## config.mk

```make
export PLATFORM = sky130hd
export DESIGN_NAME = tssp_port
export DESIGN_NICKNAME = d
export VERILOG_FILES = /design/src/tssp_sync.v /design/src/tssp_prescale.v /design/src/tssp_port.v
export VERILOG_INCLUDE_DIRS = /design/src /design/src/src
export SDC_FILE = /design/constraint.sdc
export NUM_CORES = 1
export LEC_CHECK = 0
export BUFFER_PORTS_ARGS = -buffer_cell sky130_fd_sc_hd__buf_4
export CAP_MARGIN = 20
export CORE_ASPECT_RATIO = 1.25
export CORE_MARGIN = 2
export CORE_UTILIZATION = 45
export DETAILED_ROUTE_END_ITERATION = 16
export SLEW_MARGIN = 10
export SYNTH_ARGS = -nofsm -noshare
export SYNTH_HDL_FRONTEND = slang
export SYNTH_SLANG_ARGS = --single-unit
```

## constraint.sdc

```tcl
create_clock -name core_clk -period 2.4 [get_ports core_clk]
set_input_delay 0.12 -clock core_clk [delete_from_list [all_inputs] [get_ports core_clk]]
set_output_delay 0.12 -clock core_clk [all_outputs]
set_load 0.01 [all_outputs]
```

## src/tssp_defs.vh

```
// constants for the three-wire serial port block
`ifndef TSSP_DEFS_VH
`define TSSP_DEFS_VH
`define TSSP_ADDR_W        3
`define TSSP_ADDR_CTRL1    3'h0
`define TSSP_ADDR_CTRL2    3'h1
`define TSSP_ADDR_LOW      3'h2
`define TSSP_ADDR_HIGH     3'h3
`define TSSP_ADDR_PAR      3'h4
`define TSSP_ADDR_NOPD     3'h5
`define TSSP_ADDR_ODSEL    3'h6
`define TSSP_ADDR_STAT     3'h7
`define TSSP_C1_ORDER      0
`define TSSP_C1_EDGE       1
`define TSSP_C1_CKLO       2
`define TSSP_C1_CKHI       3
`define TSSP_C2_OM0        0
`define TSSP_C2_OM1        1
`define TSSP_C2_STATUS     2
`define TSSP_C2_RUN        3
`define TSSP_RST_NIBBLE    4'h0
`define TSSP_OM_TRI        2'h0
`define TSSP_OM_SYNC       2'h1
`define TSSP_OM_DIRECT     2'h2
`define TSSP_OM_PAR        2'h3
`define TSSP_CK_SLAVE      2'h0
`define TSSP_CK_DIV4       2'h1
`define TSSP_CK_DIV2       2'h2
`define TSSP_CK_DIV1       2'h3
`define TSSP_SHIFTS        4'h8
`endif

```

## src/tssp_sync.v

```verilog
// two flip-flop synchroniser for a vector of pin levels
`timescale 1ns/1ps
module tssp_sync #(
    parameter W = 4
) (
    input  wire         core_clk,
    input  wire         rst,
    input  wire [W-1:0] d,
    output reg  [W-1:0] q
);
    reg [W-1:0] meta;
    always @(posedge core_clk) begin
        if (rst) begin
            meta <= {W{1'b0}};
            q    <= {W{1'b0}};
        end else begin
            meta <= d;
            q    <= meta;
        end
    end
endmodule // tssp_sync

```

## src/tssp_prescale.v

```verilog
// prescaler giving one-cycle enables at clk/4, clk/2 and clk
`timescale 1ns/1ps
`include "tssp_defs.vh"
module tssp_prescale (
    input  wire       core_clk,
    input  wire       rst,
    input  wire       run,
    input  wire [1:0] sel,
    output reg        tick
);
    reg [1:0] cnt;
    always @(posedge core_clk) begin
        if (rst || !run) begin
            cnt  <= 2'h0;
            tick <= 1'b0;
        end else begin
            cnt <= cnt + 2'h1;
            case (sel)
                `TSSP_CK_DIV4: tick <= (cnt == 2'h3);
                `TSSP_CK_DIV2: tick <= cnt[0];
                `TSSP_CK_DIV1: tick <= 1'b1;
                default:       tick <= 1'b0;
            endcase
        end
    end
endmodule // tssp_prescale

```

## src/tssp_port.v

```verilog
// three-wire serial port with parallel port mode and pin pull control
//
// Function
// - shift input bits into two readable nibbles
// - send loaded bits while receiving simultaneously
// - master clock from selectable prescaler tap
// - software picks edge, bit order, direct output
// - ready/select pin: ready or chip select
// - data out driven, data in input, clock per mode
// - mode three: four-bit parallel output
// - parallel data read returns pin levels
// - mode zero: all drivers off
// - pin levels readable in every mode
// - pull-down: option, not disabled, not open drain
// - pull-up: option, open drain, tristate or one
// - open drain drives zero only
// - reset: slave, cleared, lsb, negedge, tristate
// - run set: exactly eight shifts
// - after eighth shift: request, clear run
// - clock select: slave, div4, div2, undivided
// - output modes: resync posedge or direct
// - request set on last shift edge, cleared by any control two write
// - slave: eight edges after run, ready=run|status
`timescale 1ns/1ps
`include "tssp_defs.vh"
module tssp_port #(
    parameter PULLUP_OPTION   = 4'hf,
    parameter PULLDOWN_OPTION = 4'hf
) (
    input  wire                    core_clk,
    input  wire                    rst,
    input  wire [`TSSP_ADDR_W-1:0] addr,
    input  wire [3:0]              wdata,
    input  wire                    wr,
    input  wire                    rd,
    output reg  [3:0]              rdata,
    input  wire [3:0]              serial_port_pins_in,
    output reg  [3:0]              serial_port_pins_out,
    output reg  [3:0]              serial_port_pins_oe,
    output reg  [3:0]              pullup_en,
    output reg  [3:0]              pulldown_en,
    output reg                     serial_done_request
);
    reg [3:0] serial_control_one;
    reg [1:0] output_mode_select;
    reg       run;
    reg       status;
    reg [7:0] shreg;
    reg [3:0] parallel_out_data;
    reg [3:0] pulldown_disable;
    reg [3:0] open_drain_select;
    reg [3:0] shift_cnt;
    reg       serial_out_pin_bit;
    reg       clk_int;
    reg       clk_prev;
    reg [7:0] rx_sh;
    reg [1:0] ev_dly;
    wire [3:0] pins_s;
    wire       tick;
    wire [1:0] ck_sel;
    wire       master;
    wire       edge_pos;
    wire       msb_first;
    wire       sclk;
    wire       rise;
    wire       fall;
    wire       shift_ev;
    wire       last_shift;
    wire       run_wr;
    wire       serial_on;
    wire       first_bit;
    wire       in_ev;
    reg  [3:0] next_out;
    reg  [3:0] next_oe;
    reg  [3:0] drive_val;
    reg  [3:0] drive_en;
    integer    i;

    assign ck_sel    = serial_control_one[`TSSP_C1_CKHI:`TSSP_C1_CKLO];
    assign master    = (ck_sel != `TSSP_CK_SLAVE);
    assign edge_pos  = serial_control_one[`TSSP_C1_EDGE];
    assign msb_first = serial_control_one[`TSSP_C1_ORDER];
    assign serial_on = (output_mode_select == `TSSP_OM_SYNC)
                    || (output_mode_select == `TSSP_OM_DIRECT);
    assign run_wr    = wr && (addr == `TSSP_ADDR_CTRL2);

    tssp_sync #(
        .W (4)
    ) u_sync (
        .core_clk (core_clk),
        .rst      (rst),
        .d        (serial_port_pins_in),
        .q        (pins_s)
    );

    tssp_prescale u_presc (
        .core_clk (core_clk),
        .rst      (rst),
        .run      (run && master),
        .sel      (ck_sel),
        .tick     (tick)
    );

    // internal shift clock toggles on each tick while running
    always @(posedge core_clk) begin
        if (rst || !run || !master) begin
            clk_int <= 1'b0;
        end else if (tick) begin
            clk_int <= ~clk_int;
        end
    end

    // slave clock from the synchronised pin, ignored unless running
    assign sclk = master ? clk_int : pins_s[3];
    always @(posedge core_clk) begin
        if (rst) begin
            clk_prev <= 1'b0;
        end else begin
            clk_prev <= sclk;
        end
    end
    assign rise       = run && sclk && !clk_prev;
    assign fall       = run && !sclk && clk_prev;
    assign shift_ev   = edge_pos ? rise : fall;
    assign last_shift = shift_ev && (shift_cnt == `TSSP_SHIFTS - 4'h1);
    assign first_bit  = msb_first ? shreg[7] : shreg[0];
    // master: the data pin answers our own clock edge, which reaches
    // the pin a cycle late and comes back through the synchroniser
    assign in_ev      = master ? ev_dly[1] : shift_ev;

    // control, data and shift register
    always @(posedge core_clk) begin
        if (rst) begin
            serial_control_one <= `TSSP_RST_NIBBLE;
            output_mode_select <= `TSSP_OM_TRI;
            run                <= 1'b0;
            status             <= 1'b0;
            shreg              <= 8'h00;
            rx_sh              <= 8'h00;
            ev_dly             <= 2'h0;
            parallel_out_data  <= `TSSP_RST_NIBBLE;
            pulldown_disable   <= `TSSP_RST_NIBBLE;
            open_drain_select  <= `TSSP_RST_NIBBLE;
            shift_cnt          <= 4'h0;
            serial_done_request <= 1'b0;
        end else begin
            if (wr) begin
                case (addr)
                    `TSSP_ADDR_CTRL1: serial_control_one <= wdata;
                    `TSSP_ADDR_CTRL2: begin
                        output_mode_select <= wdata[1:0];
                        status <= wdata[`TSSP_C2_STATUS];
                        run    <= wdata[`TSSP_C2_RUN];
                    end
                    `TSSP_ADDR_LOW: begin
                        if (!run) begin
                            shreg[3:0] <= wdata;
                            rx_sh[3:0] <= wdata;
                        end
                    end
                    `TSSP_ADDR_HIGH: begin
                        if (!run) begin
                            shreg[7:4] <= wdata;
                            rx_sh[7:4] <= wdata;
                        end
                    end
                    `TSSP_ADDR_PAR:   parallel_out_data <= wdata;
                    `TSSP_ADDR_NOPD:  pulldown_disable  <= wdata;
                    `TSSP_ADDR_ODSEL: open_drain_select <= wdata;
                    default: ;
                endcase
            end
            if (run_wr) begin
                shift_cnt <= 4'h0;
            end
            // shifting overrides a concurrent write while running
            if (shift_ev) begin
                if (msb_first) begin
                    shreg <= {shreg[6:0], 1'b0};
                end else begin
                    shreg <= {1'b0, shreg[7:1]};
                end
                shift_cnt <= shift_cnt + 4'h1;
                if (last_shift) begin
                    run       <= 1'b0;
                    shift_cnt <= 4'h0;
                end
            end
            // received bits enter their own register at the sample point
            ev_dly <= {ev_dly[0], shift_ev};
            if (in_ev) begin
                if (msb_first) begin
                    rx_sh <= {rx_sh[6:0], pins_s[0]};
                end else begin
                    rx_sh <= {pins_s[0], rx_sh[7:1]};
                end
            end
            // set wins over the clearing write
            if (last_shift && !(master && edge_pos)) begin
                serial_done_request <= 1'b1;
            end else if (rise && last_shift) begin
                serial_done_request <= 1'b1;
            end else if (run_wr) begin
                serial_done_request <= 1'b0;
            end
        end
    end

    // serial output bit: direct or resynchronised on rising edge
    always @(posedge core_clk) begin
        if (rst) begin
            serial_out_pin_bit <= 1'b0;
        end else if (output_mode_select == `TSSP_OM_DIRECT) begin
            serial_out_pin_bit <= first_bit;
        end else if (rise || !run) begin
            serial_out_pin_bit <= first_bit;
        end
    end

    // pin driver selection
    always @* begin
        drive_val = 4'h0;
        drive_en  = 4'h0;
        case (output_mode_select)
            `TSSP_OM_PAR: begin
                drive_val = parallel_out_data;
                drive_en  = 4'hf;
            end
            `TSSP_OM_SYNC, `TSSP_OM_DIRECT: begin
                drive_val[2] = serial_out_pin_bit;
                drive_en[2]  = 1'b1;
                drive_val[1] = run | status;
                drive_en[1]  = 1'b1;
                drive_val[3] = clk_int;
                drive_en[3]  = master;
            end
            default: begin
                drive_val = 4'h0;
                drive_en  = 4'h0;
            end
        endcase
        for (i = 0; i < 4; i = i + 1) begin
            // open drain releases the pin for a one
            next_out[i] = drive_val[i];
            next_oe[i]  = drive_en[i]
                       && !(open_drain_select[i] && drive_val[i]);
        end
    end

    always @(posedge core_clk) begin
        if (rst) begin
            serial_port_pins_out <= 4'h0;
            serial_port_pins_oe  <= 4'h0;
            pullup_en            <= 4'h0;
            pulldown_en          <= 4'h0;
        end else begin
            serial_port_pins_out <= next_out;
            serial_port_pins_oe  <= next_oe;
            pulldown_en <= PULLDOWN_OPTION[3:0] & ~pulldown_disable
                         & ~open_drain_select;
            pullup_en <= PULLUP_OPTION[3:0] & open_drain_select
                       & (((output_mode_select == `TSSP_OM_TRI)
                           ? 4'hf : 4'h0)
                          | (drive_en & drive_val));
        end
    end

    // read data one cycle after the strobe
    always @(posedge core_clk) begin
        if (rst) begin
            rdata <= 4'h0;
        end else if (rd) begin
            case (addr)
                `TSSP_ADDR_CTRL1: rdata <= serial_control_one;
                `TSSP_ADDR_CTRL2: rdata <= {run, status,
                                            output_mode_select};
                `TSSP_ADDR_LOW:   rdata <= rx_sh[3:0];
                `TSSP_ADDR_HIGH:  rdata <= rx_sh[7:4];
                `TSSP_ADDR_PAR:   rdata <= pins_s;
                `TSSP_ADDR_NOPD:  rdata <= pulldown_disable;
                `TSSP_ADDR_ODSEL: rdata <= open_drain_select;
                `TSSP_ADDR_STAT:  rdata <= {3'h0, serial_done_request};
                default:          rdata <= 4'h0;
            endcase
        end else begin
            rdata <= 4'h0;
        end
    end
endmodule // tssp_port

```

* Word level (Yosys, flattened, before mapping)
Cells that the tools add are included.
Storage, ports and cells: output and inout port bits 21, register bits 77
Cells by class: equality and inequality tests 17, bitwise gates (word level) 9, $add $sub $neg 2, multiplexer cells 31, reductions and logical operators 55
Operator list (count):
- 2-to-1 mux 8 bit | 5
- one-hot mux 4 bit (8 select lines) | 1
- 2-to-1 mux 4 bit | 7
- logical AND 1 bit | 18
- nonzero test 2 bit | 9
- 2-to-1 mux 1 bit | 15
- bitwise AND 4 bit | 3
- equality test 3 bit (second input constant) | 4
- one-hot mux 3 bit (2 select lines) | 2
- AND reduction 3 bit | 4
- equality test 2 bit (second input constant) | 5
- zero test 1 bit | 10
- AND reduction 2 bit | 5
- NOT 4 bit | 2
- equality test 3 x 2 -> 1 bit (second input constant) | 2
- adder 4 x 1 -> 4 bit (second input constant) | 1
- equality test 2 x 1 -> 1 bit (second input constant) | 2
- equality test 4 x 3 -> 1 bit (second input constant) | 1
- logical OR 1 bit | 4
- != test 2 x 1 -> 1 bit (second input constant) | 2
- OR 4 bit | 1
- OR reduction 2 bit | 2
- equality test 3 x 1 -> 1 bit (second input constant) | 1
- zero test 3 bit | 1
- 6 further kinds | 7

* Depth between registers and ports, before layout
depth after elaboration 10, gate-level depth with buffers 6, mapped depth without buffers 6

* Hierarchy
A second synthesis with hierarchy kept.
Unflattened totals: cells, all modules 369, area total of the unflattened synthesis 3450.8 um^2
By module, submodules not included:
- tssp_port | area an instance 3125.5 um^2, cells an instance 342, seq. area each 1321.3 um^2, times used 1
- tssp_sync | area an instance 210.2 um^2, cells an instance 16, seq. area each 160.2 um^2, times used 1
- tssp_prescale | area an instance 115.1 um^2, cells an instance 11, seq. area each 60.1 um^2, times used 1

* Least setup slack after synthesis
OpenSTA, ideal clock, no wires.
path type reg-to-reg, from reg serial_control_one[3], to reg shreg[4], data required time 2265 ps, stages on the path, launching flop included 7, slack 699 ps, setup time 135 ps, arrival 1566 ps, clock period less this slack 1701 ps, cell sequence dfxtp_1 > or3b_1 > buf_2 > a211o_1 > buf_6 > a221oi_1 > a211oi_1
On the way: word-level cells in the longest chain between the ends 8, elaborated cells between the ends (all ways) 13, classes of those cells eq/ne: 1; mux: 3; reduce/logical: 9
Ends and longest elaborated chain:
- start: declaration | RTL line tssp_port.v:44 | reg [3:0] serial_control_one;
- start signal: assignment | RTL line tssp_port.v:134 | serial_control_one <= `TSSP_RST_NIBBLE;
- start signal: assignment | RTL line tssp_port.v:149 | `TSSP_ADDR_CTRL1: serial_control_one <= wdata;
- nonzero test 2 bit (no source line) *
- 2-to-1 mux 1 bit * | RTL line tssp_port.v:114 | assign sclk = master ? clk_int : pins_s[3];
- zero test 1 bit | RTL line tssp_port.v:123 | assign fall = run && !sclk && clk_prev;
- logical AND 1 bit (2 in a row) | RTL line tssp_port.v:123
- 2-to-1 mux 1 bit * | RTL line tssp_port.v:124 | assign shift_ev = edge_pos ? rise : fall;
- != test 2 x 1 -> 1 bit (no source line) / nonzero test 2 bit (equally long branches)
- AND reduction 3 bit (no source line)
- end signal: assignment | RTL line tssp_port.v:163 | shreg[7:4] <= wdata;
- end signal: assignment | RTL line tssp_port.v:179 | shreg <= {shreg[6:0], 1'b0};
- end signal: assignment | RTL line tssp_port.v:181 | shreg <= {1'b0, shreg[7:1]};
- end: declaration | RTL line tssp_port.v:48 | reg [7:0] shreg;
Every way passes the cells marked *; elsewhere a longest branch is shown, timed or not. A chain may end at the register's enable or synchronous reset.

* Worst setup path after layout
from reg run, to reg shreg[2]
On the way: word-level cells in the longest chain between the ends 5, elaborated cells between the ends (all ways) 10, classes of those cells eq/ne: 1; mux: 2; reduce/logical: 7
Ends and longest elaborated chain:
- start: declaration | RTL line tssp_port.v:46 | reg run;
- start signal: assignment | RTL line tssp_port.v:153 | run <= wdata[`TSSP_C2_RUN];
- logical AND 1 bit, on equally long branches (2 in a row) | RTL line tssp_port.v:123, tssp_port.v:122
- 2-to-1 mux 1 bit | RTL line tssp_port.v:124
- != test 2 x 1 -> 1 bit (no source line) / nonzero test 2 bit (equally long branches)
- AND reduction 3 bit (no source line)
- end signal: assignment | RTL line tssp_port.v:157 | shreg[3:0] <= wdata;
- end signal: assignment | RTL line tssp_port.v:179
- end signal: assignment | RTL line tssp_port.v:181
Parallel ways exist; a longest one is shown, timed or not.

==> summary.md <==
| Metric | Value |
|---|---|
| Worst R2R Setup Slack | `0.33 ns` |
| Setup TNS | `0 ns` |
| Crit end category | `flip-flop` |
| Complex-gate fraction of the synthesized area | `0.2027` |
| Critical path data required time | `~2.6 ns` |
| Least-Margin Pin Slew | `between 0.7 and 0.8 ns` |
| Number of distinct library cells after synthesis | `49` |
| Initial Utilization | `0.4622` |
| Post-synthesis instance total | `370` |
| CTS max path bufs | `2` |
| Setup fix buffers added after clock tree synthesis | `0` |
| Clock Root Buffer | `sky130_fd_sc_hd__clkbuf_8` |
| Vias in the first global route | `roughly 2500` |
| Setup Viol. Count Final | `0` |
| TritonRoute pass-1 iters | `4` |
| Met1 track demand over resource in global routing | `0.3169` |
| Maximum capacitance violations | `0` |
| Post-route standard cell area excluding fillers | `0.003921 sq mm` |
| PnR worst setup slack | `~0.33 ns` |
| Post-synth EDFFs | `0` |
| Placed cell area | `approximately 0.0037 sq mm` |
| Number of resized instances in the post-cts repair step | `0` |
| Largest family of logic cells by synthesized area | `simple AND/OR/NAND/NOR gates` |
| Synthesis Warnings | `0` |
| Pin count of the biggest net entering global routing | `67` |
| Timing startpoint of the critical path | `run$_SDFF_PP0_` |
| Routed WL per cell | `approximately 17 um` |
| Clock transition at path regs | `0.08 ns` |
| Worst setup path end | `shreg[2]$_SDFFE_PP0P_` |
| Number of placed I/O pins | `36` |
| Maximum clock rate | `around 480 MHz` |
| Share of post-route cells with drive strength above 1 | `0.1457` |
| Area of the die | `between 0.008 and 0.009 sq mm` |
| Crit share post-route | `0.8642` |
| HPWL after DPL | `~5.7 mm` |
| Total of buffers placed on input and output ports | `35` |
| Endpoints failing hold | `0` |
| Reg-to-reg critical path startpoint | `run$_SDFF_PP0_` |
| Setup repair after global routing missed its margin | `false` |
| Initial antenna violation count | `0` |
| Final Critical Period | `2.074 ns` |
| Synthesized area | `roughly 0.0034 sq mm` |
| Status | `finished clean` |
| GRT Resource Usage Total | `0.2173` |
| Die H | `101.2 um` |
| Busiest metal layer after global routing | `met1` |
| Worst Setup Start Kind | `flip-flop` |
| Reg-to-reg critical path endpoint | `shreg[2]$_SDFFE_PP0P_` |
| Core region area | `0.007357 sq mm` |
| Final design utilization | `0.5330` |
| GRT overflow | `0` |
| Most used DFF post-synth | `sky130_fd_sc_hd__dfxtp_1` |
| Maximum level of the CTS H-tree | `3` |
| Synthesis-to-layout area growth | `15.31%` |
| # nets final | `420` |
| # clock sinks | `77` |
| Detailed-route DRC error count | `0` |
| Global-route wire length before repair | `roughly 13 mm` |
| Worst Path Max Fanout | `15` |
| Post-route clock skew | `approximately 0.014 ns` |
| Worst Hold Margin | `0.08806 ns` |
| Number of slew-limit violations in the final report | `0` |
| Nets in the synthesized netlist | `between 300 and 400` |
| Hold Path Class | `in2reg` |
| Share of synthesized cell area in and, or, nand and nor gates | `0.2064` |
| FF+latch count, synth | `77` |
| Pre-CTS setup slack | `~0.40 ns` |
| Worst path arrival time | `between 2 and 2.5 ns` |
| Met3 demand-to-capacity share in global routing | `0.03209` |
| R2r worst-path depth | `4` |
| Final RePlAce weighted congestion | `~0.85` |
| Rows | `35` |
| Mux share of post-synthesis cell area | `0.07689` |
| Leakage dissipation | `roughly 1.6 nW` |
| Routed via count | `between 2000 and 3000` |
| Number of design-rule violations left by the first detailed-router iteration | `157` |
| Setup Crit Path Kind | `reg2reg` |
| Clk_lat worst skew | `~0.36 ns` |
| Max-slew headroom at the worst pin | `0.5109` |
| Power density cells | `611.8 mW/mm^2` |
| Hold bufs inserted after CTS | `4` |
| XOR/XNOR Fraction of Synth Area | `0.002575` |
| Antenna viol nets, final | `0` |
| Average cell area after synthesis | `a little over 9 sq um` |
| Maximum VDD drop | `around 0.4 mV` |
| Width of the chip | `around 82 um` |
| GR met2 Demand/Resource | `0.3083` |
| Seq/Total Area, Yosys | `0.4533` |
| Via-per-instance ratio | `slightly below 6` |
| Post-synth ARST share | `0` |
| Post-Synth Adder-Cell Area | `0.01840` |
| Inserted Clock Buffers | `9` |
| Final wirelength | `8.405 mm` |
| CTS tree | `built` |
| Diodes inserted | `0` |
critical path: stages (launching register included):
cell and delay, ns:
sky130_fd_sc_hd__dfxtp_1 0.66, sky130_fd_sc_hd__nor2b_1 0.19, sky130_fd_sc_hd__nand4_1 0.50, sky130_fd_sc_hd__a221oi_1 0.48
sky130_fd_sc_hd__a211oi_1 0.09
metrics by stage:
stage / total power, mW / instances
after floorplan: 1.459 / 370
after global placement: 1.531 / 477
after detailed placement: 1.532 / 477
after CTS: 2.415 / 497
after global routing: 2.486 / 497
final: 2.399 / 497
cells in the final DEF, fill, tap and decap left out, types with 2 or more instances in the layout:
master	instances
sky130_fd_sc_hd__o31a_1	2
sky130_fd_sc_hd__inv_1	9
sky130_fd_sc_hd__or3_1	3
sky130_fd_sc_hd__nand2_1	14
sky130_fd_sc_hd__nor3b_1	5
sky130_fd_sc_hd__and4bb_1	2
sky130_fd_sc_hd__mux2i_1	25
sky130_fd_sc_hd__a211oi_1	7
sky130_fd_sc_hd__nor2_1	37
sky130_fd_sc_hd__buf_4	38
sky130_fd_sc_hd__a21oi_1	33
sky130_fd_sc_hd__nand2b_1	2
sky130_fd_sc_hd__nor2b_1	35
sky130_fd_sc_hd__nand3_1	3
sky130_fd_sc_hd__ha_1	5
sky130_fd_sc_hd__nor3_1	6
sky130_fd_sc_hd__a22oi_1	2
sky130_fd_sc_hd__dfxtp_1	77
sky130_fd_sc_hd__o21ai_0	8
sky130_fd_sc_hd__a311oi_1	8
sky130_fd_sc_hd__a22o_1	4
sky130_fd_sc_hd__a221oi_1	16
sky130_fd_sc_hd__o2111ai_1	2
sky130_fd_sc_hd__dlygate4sd3_1	4
sky130_fd_sc_hd__o221ai_1	2
sky130_fd_sc_hd__clkbuf_8	10
sky130_fd_sc_hd__nand4_1	5
sky130_fd_sc_hd__and3_1	8
sky130_fd_sc_hd__o21ai_1	2
sky130_fd_sc_hd__o211ai_1	4
sky130_fd_sc_hd__clkinvlp_4	3
sky130_fd_sc_hd__and3b_1	2
sky130_fd_sc_hd__a21boi_0	2
cell type report:
class                      count  area, sq um
clock buffer                  11        141.4
clock inverter                 5        36.28
fill                         710         3436
inverter                      10        37.54
multi-input combinational    260         1724
sequential                    77         1541
tap                           92        115.1
timing repair buffer          42        325.3
cells by family (layout without fill, tap and decap cells):
logic type,after synthesis,after routing
AO/OA/AOI/OAI,99,99
XOR/XNOR,1,1
adder cells (fa/ha/maj),5,5
buffers and inverters,33,68
flip-flops,77,77
multiplexers,26,26
AND/OR/NAND/NOR,129,129
where the power goes:
group          switching (mW)  internal, mW  leakage [nW]
Clock                   0.486         0.404        0.0815
Combinational           0.102        0.0778         0.894
Sequential             0.0230          1.31         0.625
cell usage after synthesis (3+ instances only):
| master | number | area, sq um |
|---|---|---|
| sky130_fd_sc_hd__a221oi_1 | 16 | 140.1 |
| sky130_fd_sc_hd__a311oi_1 | 8 | 70.07 |
| sky130_fd_sc_hd__and3_1 | 8 | 50.05 |
| sky130_fd_sc_hd__buf_2 | 3 | 15.01 |
| sky130_fd_sc_hd__mux2i_1 | 25 | 250.2 |
| sky130_fd_sc_hd__nand2_1 | 14 | 52.55 |
| sky130_fd_sc_hd__clkbuf_1 | 19 | 71.32 |
| sky130_fd_sc_hd__dfxtp_1 | 77 | 1541 |
| sky130_fd_sc_hd__a21oi_1 | 33 | 165.2 |
| sky130_fd_sc_hd__a22o_1 | 4 | 35.03 |
| sky130_fd_sc_hd__inv_1 | 9 | 33.78 |
| sky130_fd_sc_hd__o211ai_1 | 4 | 30.03 |
| sky130_fd_sc_hd__nand4_1 | 5 | 31.28 |
| sky130_fd_sc_hd__or3_1 | 3 | 18.77 |
| sky130_fd_sc_hd__nor2b_1 | 35 | 219.0 |
| sky130_fd_sc_hd__nor2_1 | 37 | 138.9 |
| sky130_fd_sc_hd__o21ai_0 | 8 | 40.04 |
| sky130_fd_sc_hd__nand3_1 | 3 | 15.01 |
| sky130_fd_sc_hd__nor3b_1 | 5 | 37.54 |
| sky130_fd_sc_hd__a211oi_1 | 7 | 52.55 |
| sky130_fd_sc_hd__nor3_1 | 6 | 30.03 |
| sky130_fd_sc_hd__ha_1 | 5 | 62.56 |
worst min-delay path by stage:
stage / startpoint / endpoint / depth (start not counted)
global placement: serial_port_pins_in[1] / u_sync.meta[1]$_SDFF_PP0_ / 2
floorplan: serial_port_pins_in[0] / u_sync.meta[0]$_SDFF_PP0_ / 1
global route: wdata[0] / parallel_out_data[0]$_SDFFE_PP0P_ / 3
detailed placement: serial_port_pins_in[3] / u_sync.meta[3]$_SDFF_PP0_ / 2
CTS: wdata[0] / output_mode_select[0]$_SDFFE_PP0P_ / 3
finish: wdata[0] / parallel_out_data[0]$_SDFFE_PP0P_ / 3
registers in the layout (all words and copies together), names as in the netlist, 2 cells and up:
register / cells
rx_sh: 8
shreg: 8
open_drain_select: 4
parallel_out_data: 4
pulldown_disable: 4
pulldown_en: 4
pullup_en: 4
rdata: 4
serial_control_one: 4
serial_port_pins_oe: 4
serial_port_pins_out: 4
shift_cnt: 4
u_sync.meta: 4
u_sync.q: 4
ev_dly: 2
output_mode_select: 2
u_presc.cnt: 2
per-layer routing:
metal	vias to the layer above	share of wire
met5	-	0
li1	1410	-
met2	85	0.44
met4	0	0.025
met3	19	0.057
met1	1349	0.48
(Power assumes the default switching activity.)
